File: config.mk
export PLATFORM = sky130hd
export DESIGN_NAME = word_load_unit
export DESIGN_NICKNAME = d
export VERILOG_FILES = /design/src/verilog/word_load_pkg.sv /design/src/verilog/left_merge.sv /design/src/verilog/word_load_unit.sv
export VERILOG_INCLUDE_DIRS = /design/src /design/src/verilog
export SDC_FILE = /design/constraint.sdc
export NUM_CORES = 1
export LEC_CHECK = 0
export BUFFER_PORTS_ARGS = -buffer_cell sky130_fd_sc_hd__buf_2
export CAP_MARGIN = 20
export CORE_AREA = 2 2 166 168
export DETAILED_ROUTE_END_ITERATION = 8
export DIE_AREA = 0 0 168 170
export GPL_TIMING_DRIVEN = 0
export PLACE_DENSITY = 0.73
export SYNTH_ARGS = -nofsm -noshare
export SYNTH_HDL_FRONTEND = slang
export SYNTH_HIERARCHICAL = 1
export SYNTH_SLANG_ARGS = --single-unit
File: constraint.sdc
create_clock -name i_mclk -period 2.55 [get_ports i_mclk]
set_input_delay 0.255 -clock i_mclk [delete_from_list [all_inputs] [get_ports i_mclk]]
set_output_delay 0.255 -clock i_mclk [all_outputs]
set_load 0.02 [all_outputs]
File: src/verilog/word_load_unit_regs.svh
// constants for the word load unit: opcodes, fields, exception codes
`ifndef WORD_LOAD_UNIT_REGS_SVH
`define WORD_LOAD_UNIT_REGS_SVH

`define WLU_OP_UPPER_IMM    6'h0f
`define WLU_OP_SIGNED_WORD  6'h23
`define WLU_OP_LEFT_PART    6'h22
`define WLU_OP_COP_PREFIX   4'hc
`define WLU_OPC_MSB         31
`define WLU_OPC_LSB         26
`define WLU_BASE_MSB        25
`define WLU_BASE_LSB        21
`define WLU_TGT_MSB         20
`define WLU_TGT_LSB         16
`define WLU_IMM_MSB         15
`define WLU_EXC_NONE        3'h0
`define WLU_EXC_TLB_REFILL  3'h1
`define WLU_EXC_TLB_INVALID 3'h2
`define WLU_EXC_BUS_ERROR   3'h3
`define WLU_EXC_ADDR_ERROR  3'h4
`define WLU_EXC_COP_UNUSE   3'h5
`define WLU_NUM_COPS        4

`endif

File: src/verilog/word_load_pkg.sv
// types shared by the word load unit
`default_nettype none
package word_load_pkg;
    typedef enum logic [2:0] {
        op_none                   = 3'h0,
        op_upper_immediate_load   = 3'h1,
        op_signed_word_load       = 3'h2,
        op_coprocessor_word_load  = 3'h3,
        op_left_part_unaligned_load = 3'h4
    } load_op_t;
endpackage
`default_nettype wire

File: src/verilog/left_merge.sv
// byte merge of the left-part unaligned load
`default_nettype none
module left_merge
(
    input  wire logic [1:0]  i_addr_low,
    input  wire logic        i_cpu_byte_order_mode,
    input  wire logic [31:0] i_mem_word,
    input  wire logic [31:0] i_old_word,
    output logic      [31:0] o_merged
);
    logic [1:0] byte_sel;

    assign byte_sel = i_addr_low ^ {2{i_cpu_byte_order_mode}};

    always_comb
    begin
        case (byte_sel)
            2'h0: o_merged = {i_mem_word[7:0], i_old_word[23:0]};
            2'h1: o_merged = {i_mem_word[15:0], i_old_word[15:0]};
            2'h2: o_merged = {i_mem_word[23:0], i_old_word[7:0]};
            default: o_merged = i_mem_word;
        endcase
    end
endmodule
`default_nettype wire

File: src/verilog/word_load_unit.sv
// word load execution unit: decode, address, checks, merge and writeback
// ----------------------------------------------------------------
// Functional notes
// - upper immediate, low zeros, sign extended
// - signed word load opcode and fields
// - address is base plus signed offset
// - aligned word fetched and sign extended
// - low address bits nonzero raise error
// - word load reports only four exceptions
// - coprocessor load delivers to unit zz
// - four coprocessor units, zero to three
// - unusable coprocessor in user mode traps
// - no coprocessor load for unit zero
// - fetch now, hand word next cycle
// - left load merges upper bytes
// - sixty four bit copies bit 31 up
// - lanes from address bits and order
// - back to back load merges forwarded
// - left plus right gives signed word
// ----------------------------------------------------------------
`default_nettype none
`include "word_load_unit_regs.svh"
module word_load_unit
#(
    parameter int REG_WIDTH = 64
)
(
    input  wire logic                 i_mclk,
    input  wire logic                 i_reset_n,
    input  wire logic                 i_clk_en,
    input  wire logic                 i_valid,
    input  wire logic [31:0]          i_instr,
    input  wire logic [REG_WIDTH-1:0] i_base_value,
    input  wire logic [REG_WIDTH-1:0] i_target_value,
    input  wire logic                 i_cpu_byte_order_mode,
    input  wire logic                 i_user_mode,
    input  wire logic [3:0]           i_cop_usable,
    input  wire logic [3:0]           i_cop_present,
    input  wire logic [63:0]          i_mem_data,
    input  wire logic                 i_tlb_refill,
    input  wire logic                 i_tlb_invalid,
    input  wire logic                 i_bus_error,
    output logic [REG_WIDTH-1:0]      o_effective_address,
    output logic                      o_mem_read,
    output logic                      o_wb_en,
    output logic [4:0]                o_wb_reg,
    output logic [REG_WIDTH-1:0]      o_wb_data,
    output logic                      o_exc_valid,
    output logic [2:0]                o_exc_code,
    output logic                      o_reserved_instr,
    output logic [3:0]                o_coprocessor_word_handoff,
    output logic [4:0]                o_cop_reg,
    output logic [31:0]               o_cop_data
);
    // ----------------------------------------------------------------
    // reset release
    // ----------------------------------------------------------------
    logic rst_meta;
    logic rst_sync_n;

    // the release is synchronised so every flop leaves reset on the
    // same edge, whatever the phase of the external release
    // two stage reset release
    always_ff @(posedge i_mclk or negedge i_reset_n)
    begin
        if (!i_reset_n)
        begin
            rst_meta   <= 1'b0;
            rst_sync_n <= 1'b0;
        end
        else
        begin
            rst_meta   <= 1'b1;
            rst_sync_n <= rst_meta;
        end
    end

    // ----------------------------------------------------------------
    // decode
    // ----------------------------------------------------------------
    logic [5:0]                 opcode;
    logic [4:0]                 base_field;
    logic [4:0]                 target_register_field;
    logic [15:0]                offset;
    logic [1:0]                 cop_num;
    word_load_pkg::load_op_t    op;
    logic                       is_cop_pattern;

    assign opcode                = i_instr[`WLU_OPC_MSB:`WLU_OPC_LSB];
    assign base_field            = i_instr[`WLU_BASE_MSB:`WLU_BASE_LSB];
    assign target_register_field = i_instr[`WLU_TGT_MSB:`WLU_TGT_LSB];
    assign offset                = i_instr[`WLU_IMM_MSB:0];
    assign cop_num               = opcode[1:0];
    assign is_cop_pattern        = (opcode[5:2] == `WLU_OP_COP_PREFIX);

    // opcode classification
    always_comb
    begin
        op = word_load_pkg::op_none;
        if (opcode == `WLU_OP_UPPER_IMM)
            op = word_load_pkg::op_upper_immediate_load;
        else if (opcode == `WLU_OP_SIGNED_WORD)
            op = word_load_pkg::op_signed_word_load;
        else if (opcode == `WLU_OP_LEFT_PART)
            op = word_load_pkg::op_left_part_unaligned_load;
        else if (is_cop_pattern && (cop_num != 2'h0))
            op = word_load_pkg::op_coprocessor_word_load;
    end

    // ----------------------------------------------------------------
    // address and checks
    // ----------------------------------------------------------------
    logic [REG_WIDTH-1:0] ea;
    logic                 misaligned;
    logic                 aligned_kind;
    logic                 cop_unusable;
    logic                 is_mem;
    logic [2:0]           exc;

    assign ea = i_base_value + {{(REG_WIDTH-16){offset[15]}}, offset};
    assign aligned_kind = (op == word_load_pkg::op_signed_word_load) ||
                          (op == word_load_pkg::op_coprocessor_word_load);
    assign misaligned = aligned_kind && (ea[1:0] != 2'h0);
    assign cop_unusable = (op == word_load_pkg::op_coprocessor_word_load) &&
                          i_user_mode && !i_cop_usable[cop_num];
    assign is_mem = aligned_kind || (op == word_load_pkg::op_left_part_unaligned_load);

    // priority: unusable unit first, then alignment, then translation,
    // then bus faults; only one code is reported per instruction
    // exception priority, limited set
    always_comb
    begin
        exc = `WLU_EXC_NONE;
        if (i_valid && i_clk_en)
        begin
            if (cop_unusable)
                exc = `WLU_EXC_COP_UNUSE;
            else if (misaligned)
                exc = `WLU_EXC_ADDR_ERROR;
            else if (is_mem && i_tlb_refill)
                exc = `WLU_EXC_TLB_REFILL;
            else if (is_mem && i_tlb_invalid)
                exc = `WLU_EXC_TLB_INVALID;
            else if (is_mem && i_bus_error)
                exc = `WLU_EXC_BUS_ERROR;
        end
    end

    // address out and fetch request
    assign o_effective_address = ea;
    assign o_mem_read = i_valid && is_mem && !misaligned && !cop_unusable;

    // ----------------------------------------------------------------
    // data shaping
    // ----------------------------------------------------------------
    logic [31:0]          mem_word;
    logic                 lane_hi;
    logic [31:0]          merged;
    logic [31:0]          old_word;
    logic [31:0]          result_word;
    logic                 fwd_hit;
    logic [31:0]          last_word;
    logic [4:0]           last_reg;
    logic                 last_valid;

    // lane by bit two and order
    assign lane_hi = (REG_WIDTH > 32) ? (ea[2] ^ i_cpu_byte_order_mode) : 1'b0;
    assign mem_word = lane_hi ? i_mem_data[63:32] : i_mem_data[31:0];

    // forwarding covers only this unit's own last write, so a stale
    // register file value is never merged after a back to back load
    // forward previous load result
    assign fwd_hit  = last_valid && (last_reg == target_register_field);
    assign old_word = fwd_hit ? last_word : i_target_value[31:0];

    // byte merge for the left part load
    left_merge u_merge
    (
        .i_addr_low            (ea[1:0]),
        .i_cpu_byte_order_mode (i_cpu_byte_order_mode),
        .i_mem_word            (mem_word),
        .i_old_word            (old_word),
        .o_merged              (merged)
    );

    // result word per operation
    always_comb
    begin
        case (op)
            word_load_pkg::op_upper_immediate_load: result_word = {offset, 16'h0000};
            word_load_pkg::op_signed_word_load:     result_word = mem_word;
            word_load_pkg::op_left_part_unaligned_load: result_word = merged;
            default:                                result_word = mem_word;
        endcase
    end

    // ----------------------------------------------------------------
    // writeback and exception report
    // ----------------------------------------------------------------
    // write only for clean register loads
    logic wb_now;
    assign wb_now = i_valid && (exc == `WLU_EXC_NONE) &&
                    (op != word_load_pkg::op_none) &&
                    (op != word_load_pkg::op_coprocessor_word_load);

    always_ff @(posedge i_mclk or negedge rst_sync_n)
    begin
        if (!rst_sync_n)
        begin
            o_wb_en    <= 1'b0;
            o_wb_reg   <= 5'h00;
            o_wb_data  <= '0;
            last_valid <= 1'b0;
            last_reg   <= 5'h00;
            last_word  <= 32'h0000_0000;
        end
        else if (i_clk_en)
        begin
            o_wb_en    <= wb_now;
            last_valid <= wb_now;
            if (wb_now)
            begin
                o_wb_reg  <= target_register_field;
                last_reg  <= target_register_field;
                last_word <= result_word;
                o_wb_data <= {{(REG_WIDTH-32){result_word[31]}}, result_word};
            end
        end
    end

    // exception report, one cycle pulse
    always_ff @(posedge i_mclk or negedge rst_sync_n)
    begin
        if (!rst_sync_n)
        begin
            o_exc_valid      <= 1'b0;
            o_exc_code       <= `WLU_EXC_NONE;
            o_reserved_instr <= 1'b0;
        end
        else if (i_clk_en)
        begin
            o_exc_valid      <= (exc != `WLU_EXC_NONE);
            o_exc_code       <= exc;
            o_reserved_instr <= i_valid && (op == word_load_pkg::op_coprocessor_word_load) &&
                                (exc == `WLU_EXC_NONE) && !i_cop_present[cop_num];
        end
    end

    // ----------------------------------------------------------------
    // coprocessor handoff
    // ----------------------------------------------------------------
    // clean transfer to a present unit
    logic cop_go;
    assign cop_go = i_valid && (op == word_load_pkg::op_coprocessor_word_load) &&
                    (exc == `WLU_EXC_NONE) && i_cop_present[cop_num];

    always_ff @(posedge i_mclk or negedge rst_sync_n)
    begin
        if (!rst_sync_n)
        begin
            o_cop_reg  <= 5'h00;
            o_cop_data <= 32'h0000_0000;
        end
        else if (i_clk_en && cop_go)
        begin
            o_cop_reg  <= target_register_field;
            o_cop_data <= mem_word;
        end
    end

    for (genvar u = 0; u < `WLU_NUM_COPS; u++)
    begin : g_unit
        always_ff @(posedge i_mclk or negedge rst_sync_n)
        begin
            if (!rst_sync_n)
                o_coprocessor_word_handoff[u] <= 1'b0;
            else if (i_clk_en)
                o_coprocessor_word_handoff[u] <= cop_go && (cop_num == 2'(u));
        end
    end
endmodule
`default_nettype wire

==> results.yml, run 1 <==
setup_path:
  critical-path-max-stage-delay_ps: 420
  crit_path_end: "o_effective_address[62]"
  path_max_fanout: 5
  worstSetupPathType: "input port to output port"
  start_kind: "input port"
  r2r_cells: 8
  crit_top_cell: "o211ai_1"
  critical_path_required_ps: 2300
  r2r-start: "last_reg[1]$_DFFE_PN0P_"
  rr_endpoint: "last_word[19]$_DFFE_PN0P_"
  reg2reg_slack_ps: -270
  critPathArrivalTime_ps: 2810
  crit_chain: "buf_8 > ha_4 > inv_2 > fa_2 > nor2b_4 > o2111ai_4 > a211oi_4 > o211ai_1 > o22ai_2 > a31oi_4 > buf_6 > o21a_1 > o211ai_1 > buf_4"
  crit_start: "i_instr[0]"
  critPathCaptureType: "output port"
  slowest_stage: "fa_2"
grt:
  grt_use_total_pct: 27.2
  first_global_vias: 10800
  met1_usage_pct: 31.3
  overflow: 0
  globalRoute.busiestLayer: "met2"
  grt_pass1_wl_um: 60900
  antenna_found_initial: 8
  grt_max_degree: 47
  use_met3_pct: 6.49
  grt.met2_usage_pct: 49.3
clocking:
  cts_sinks: 86
  cts_tree: "yes"
  clock_latency_ps: 360
  cts_root_buf: "clkbuf_16"
  numCtsBuffers: 9
  cts_buffer_depth: 2
  cts_htree_levels: 3
  clk_pin_slew_ps: 70
sta:
  fmax_mhz: 326
  fin_hold_ws_ps: 175
  finalWorstSetupSlack_ps: -517
  drv_slew: 0
  min_period_ps: 3070
  skew_ps: 11.4
  finalHoldViolCount: 0
  slew-limit-headroom_pct: 24.7
  setup_viol: 107
  worstMarginPinSlew_ps: 1120
  post-route-period-util_pct: 120
  rsz0062_at_grt: "yes"
logic_synthesis:
  syn_area_um2: 9290
  synthCells: 1102
  synth_fp_nets: 1407
  syn_area_per_cell_um2: 8.43
  yosys_warnings: 6
run_status:
  violations: "negative setup slack"
  status: "complete, but fails checks"
pwr:
  peakVddDrop_v: 0.000416
  p_leak_uw: 0.00743
  p_per_area_nw_per_um2: 563
floorplan:
  io_pins: 422
  placementRows: 60
  die_h_um: 170
  die_w_um: 168
  coreArea_um2: 26700
  start_util_pct: 34.9
  die_area_um2: 28600
min_path:
  hp-class: "input port to flop"
drt:
  dr.pass1.iters: 5
  drtIter0Drc: 1175
  dr_total_vias: 11200
  drtAntennaViolNets: 0
  drc: 0
  wire_per_inst_um: 22.1
  avgViaCountPerCell: 5.75
  totalWireLength_um: 43200
layout:
  final_common_cell: "buf_2"
  syn_to_final_growth_pct: 71.4
  largestRegisters: "last_word: 32 flops, o_cop_data: 32 flops"
  fin_area_um2: 15900
  final_cell_mix: "buf_2, buf_4, nor2_1"
  drive_gt1_share_pct: 61.3
  nets: 1911
job:
  cap_violations: 0
placed_design:
  dpl.hpwl_um: 29900
  placement.io_buffers: 374
  placed_cell_area_um2: 12100
  gp_congestion: 0.933
  preCtsSetupSlack_ps: -1740
worst max-delay path, delay by kind of cell:
kind / cells / cell delay [ps]
compound gates: 7 / 1380
buf+inv: 4 / 450
fa+ha+maj: 2 / 540
simple gates: 1 / 160
metal layers:
layer / up-vias / wire [µm]
met5: - / 82
met4: 14 / 2280
met3: 169 / 3680
met2: 659 / 21500
met1: 5365 / 15700
li1: 5032 / -
worst min-delay path by stage:
stage	startpoint	to	slack [ps]	cells after the start
floorplan	i_reset_n	rst_meta$_DFF_PN0_	-40	0
global placement	i_reset_n	rst_meta$_DFF_PN0_	40	1
detailed placement	i_reset_n	rst_meta$_DFF_PN0_	40	1
CTS	i_instr[17]	o_cop_reg[1]$_DFFE_PN0P_	160	2
global route	i_instr[16]	o_cop_reg[0]$_DFFE_PN0P_	180	2
finish	i_instr[20]	o_cop_reg[4]$_DFFE_PN0P_	180	2
stage by stage:
step | total power [µW] | TNS (ps) | utilization [%] | cells
6_report | 8970 | -25190 | 59.8 | 1954
4_1_cts | 8350 | -23770 | 55.2 | 1909
3_5_place_dp | 6090 | -106530 | 45.4 | 1818
5_1_grt | 9320 | -35520 | 59.8 | 1953
3_3_place_gp | 6010 | -103260 | 45.3 | 1817
2_1_floorplan | 4690 | -11060 | - | 1102
cell type report:
cell class | instances | area, µm²
fill | 2120 | 10700
multi-input combinational | 884 | 8700
timing repair buffer | 513 | 3610
sequential | 86 | 2160
buffer | 70 | 587
tap | 341 | 427
clock buffer | 9 | 225
inverter | 42 | 161
clock inverter | 7 | 56.3
antenna | 2 | 5.00
where the power goes:
group | leakage [µW] | internal, µW | switching [µW]
Sequential | 0.00112 | 1600 | 235
Combinational | 0.00617 | 2670 | 3120
Clock | 0.000136 | 676 | 660
Total | 0.00743 | 4950 | 4010
repair_timing:
item,in CTS,in global routing
pin swaps,94,118
hold buffers,1,0
gates cloned,4,5
endpoints found under the setup margin,127,121
buffers inserted,84,50
hold endpoints to repair,2,0
resized for setup,350,187
(Power assumes the default switching activity.)
==> run 2, diff against run 1 <==
Settings changed: ABC_AREA set to 1, CORE_AREA 2 2 166 168 to unset, CORE_UTILIZATION set to 30, DIE_AREA 0 0 168 170 to unset, PLACE_DENSITY 0.73 to 0.63.
==> run 2 against run 1 <==
  * The flow now finishes without violations
  * Utilization shrank 17 points
  * Via count grew 33%
  * Count of clock-buffer cells in the layout grew 1
  * Total power shrank 8.8%
  * Worst hold slack gained 14 ps
  * Combinational power shrank 12%
  * Critical path depth grew 3
  * Cell count grew 53%
  * Sequential power is essentially flat
  * Area after synthesis grew 25%
  * Largest power group unchanged
==> results.yml, run 2 <==
setup_path:
  slowest_stage: "fa_2"
  critical_path_required_ps: 2850
  crit_top_cell: "nand2_1"
  critPathArrivalTime_ps: 2790
  critical-path-max-stage-delay_ps: 440
  start_kind: "input port"
  crit_chain: "buf_6 > ha_4 > inv_2 > fa_2 > xor2_1 > nand2_2 > nand2_4 > buf_6 > o21ai_2 > nand3_1 > nand4_1 > nand2_1 > nand2_1 > a21oi_1 > nand4_1 > nand2_1 > inv_1"
  worstSetupPathType: "input port to flop"
  path_max_fanout: 10
  critPathCaptureType: "flop"
drt:
  totalWireLength_um: 54800
  drtAntennaViolNets: 0
  avgViaCountPerCell: 5.01
  drtIter0Drc: 1095
  dr_total_vias: 15000
  dr.pass1.iters: 5
  drc: 0
  wire_per_inst_um: 18.3
floorplan:
  die_w_um: 199
  placementRows: 71
  die_h_um: 199
  die_area_um2: 39500
  coreArea_um2: 37800
  io_pins: 422
  start_util_pct: 30.7
placed_design:
  preCtsSetupSlack_ps: -995
  gp_congestion: 0.979
  placed_cell_area_um2: 14200
  dp.cells: 2941
  placement.io_buffers: 376
  dpl.hpwl_um: 44500
layout:
  syn_to_final_growth_pct: 39.2
  largestRegisters: "last_word: 32 flops, o_cop_data: 32 flops"
  drive_gt1_share_pct: 28.8
  final_cell_mix: "nand2_1, inv_1, buf_2"
  final_common_cell: "nand2_1"
  fin_area_um2: 16200
  nFillCells: 4057
  nets: 2773
  final-instance-count-excl-fill: 2994
sta:
  setup_viol: 0
  skew_ps: 10.8
  finalHoldViolCount: 0
  fin_hold_ws_ps: 189
  finalWorstSetupSlack_ps: 52.8
  min_period_ps: 2500
  worstMarginPinSlew_ps: 1060
  post-route-period-util_pct: 97.9
  rsz0062_at_grt: "yes"
  fmax_mhz: 400
  slew-limit-headroom_pct: 29.7
  drv_slew: 0
logic_synthesis:
  yosys_warnings: 6
  syn_area_per_cell_um2: 5.67
  syn_area_um2: 11600
  synthCells: 2048
  synth_fp_nets: 2353
grt:
  grt_use_total_pct: 26.5
  antenna_found_initial: 10
  overflow: 0
  grt_max_degree: 63
  grt_pass1_wl_um: 79100
  first_global_vias: 14200
clocking:
  cts_buffer_depth: 2
  cts_htree_levels: 3
  cts_tree: "yes"
  numCtsBuffers: 9
  clock_latency_ps: 360
  cts_root_buf: "clkbuf_16"
  clk_pin_slew_ps: 70
  cts_sinks: 86
min_path:
  hp-class: "input port to flop"
run_status:
  status: "finished clean"
pwr:
  finalPower_uw: 8180
  p_leak_uw: 0.00852
  peakVddDrop_v: 0.000223
  p_per_area_nw_per_um2: 506
job:
  cap_violations: 0
-- run 2: worst max-delay path, delay by kind of cell --
| kind | cells | cell delay (ps) |
|---|---|---|
| simple gates | 8 | 950 |
| fa+ha+maj | 2 | 570 |
| compound gates | 2 | 430 |
| xor+xnor | 1 | 200 |
| buf+inv | 4 | 370 |
-- run 2: final timing paths --
| kind | start | endpoint | slack [ps] | cells past startpoint |
|---|---|---|---|---|
| setup / recovery | i_instr[0] | last_word[29]$_DFFE_PN0P_ | 50 | 17 |
| hold / removal | i_clk_en | o_coprocessor_word_handoff[0]$_DFFE_PN0P_ | 190 | 2 |
| setup reg to reg | last_reg[0]$_DFFE_PN0P_ | last_word[18]$_DFFE_PN0P_ | 180 | 10 |
| hold reg to reg | rst_sync_n$_DFF_PN0_ | last_word[27]$_DFFE_PN0P_ | 250 | 0 |
| max in group asynchronous | rst_sync_n$_DFF_PN0_ | o_cop_data[6]$_DFFE_PN0P_ | 1630 | 1 |
| min in group asynchronous | i_reset_n | rst_sync_n$_DFF_PN0_ | 220 | 2 |
-- run 2: repair_timing --
action	CTS	global route
endpoints found under the hold margin	2	0
buffers inserted	6	15
setup endpoints to repair	85	111
cloned	1	5
resized for setup	125	212
pin swaps	8	29
hold buffers	1	0
-- run 2: layer usage --
layer	wire [µm]	track usage, %
met3	4160	3.22
met1	22400	32.7
met5	0	0
met4	2090	13.1
met2	26200	45.4
-- run 2: stage by stage --
stage | utilization [%] | setup TNS (ps)
after floorplan | - | 0
after global placement | 37.4 | -68210
after detailed placement | 37.6 | -63100
after CTS | 39.8 | -417
after global routing | 42.7 | -212
final | 42.7 | 0
-- run 2: power breakdown --
part | switching (µW) | internal (µW) | total [µW] | leakage [µW]
logic | 3240 | 1840 | 5070 | 0.00748
registers | 208 | 1610 | 1820 | 0.000915
clock network | 618 | 669 | 1290 | 0.000130
-- run 2: area by class of cell --
type / instances / area (µm²) / area share [%]
Clock buffer: 10 / 229 / 1.42
Inverter: 403 / 1510 / 9.35
Antenna cell: 10 / 25.0 / 0.155
Clock inverter: 6 / 46.3 / 0.286
Timing Repair Buffer: 408 / 2280 / 14.1
Multi-Input combinational cell: 1467 / 8630 / 53.4
Sequential cell: 86 / 2160 / 13.3
Tap cell: 511 / 639 / 3.95
Buffer: 93 / 661 / 4.08
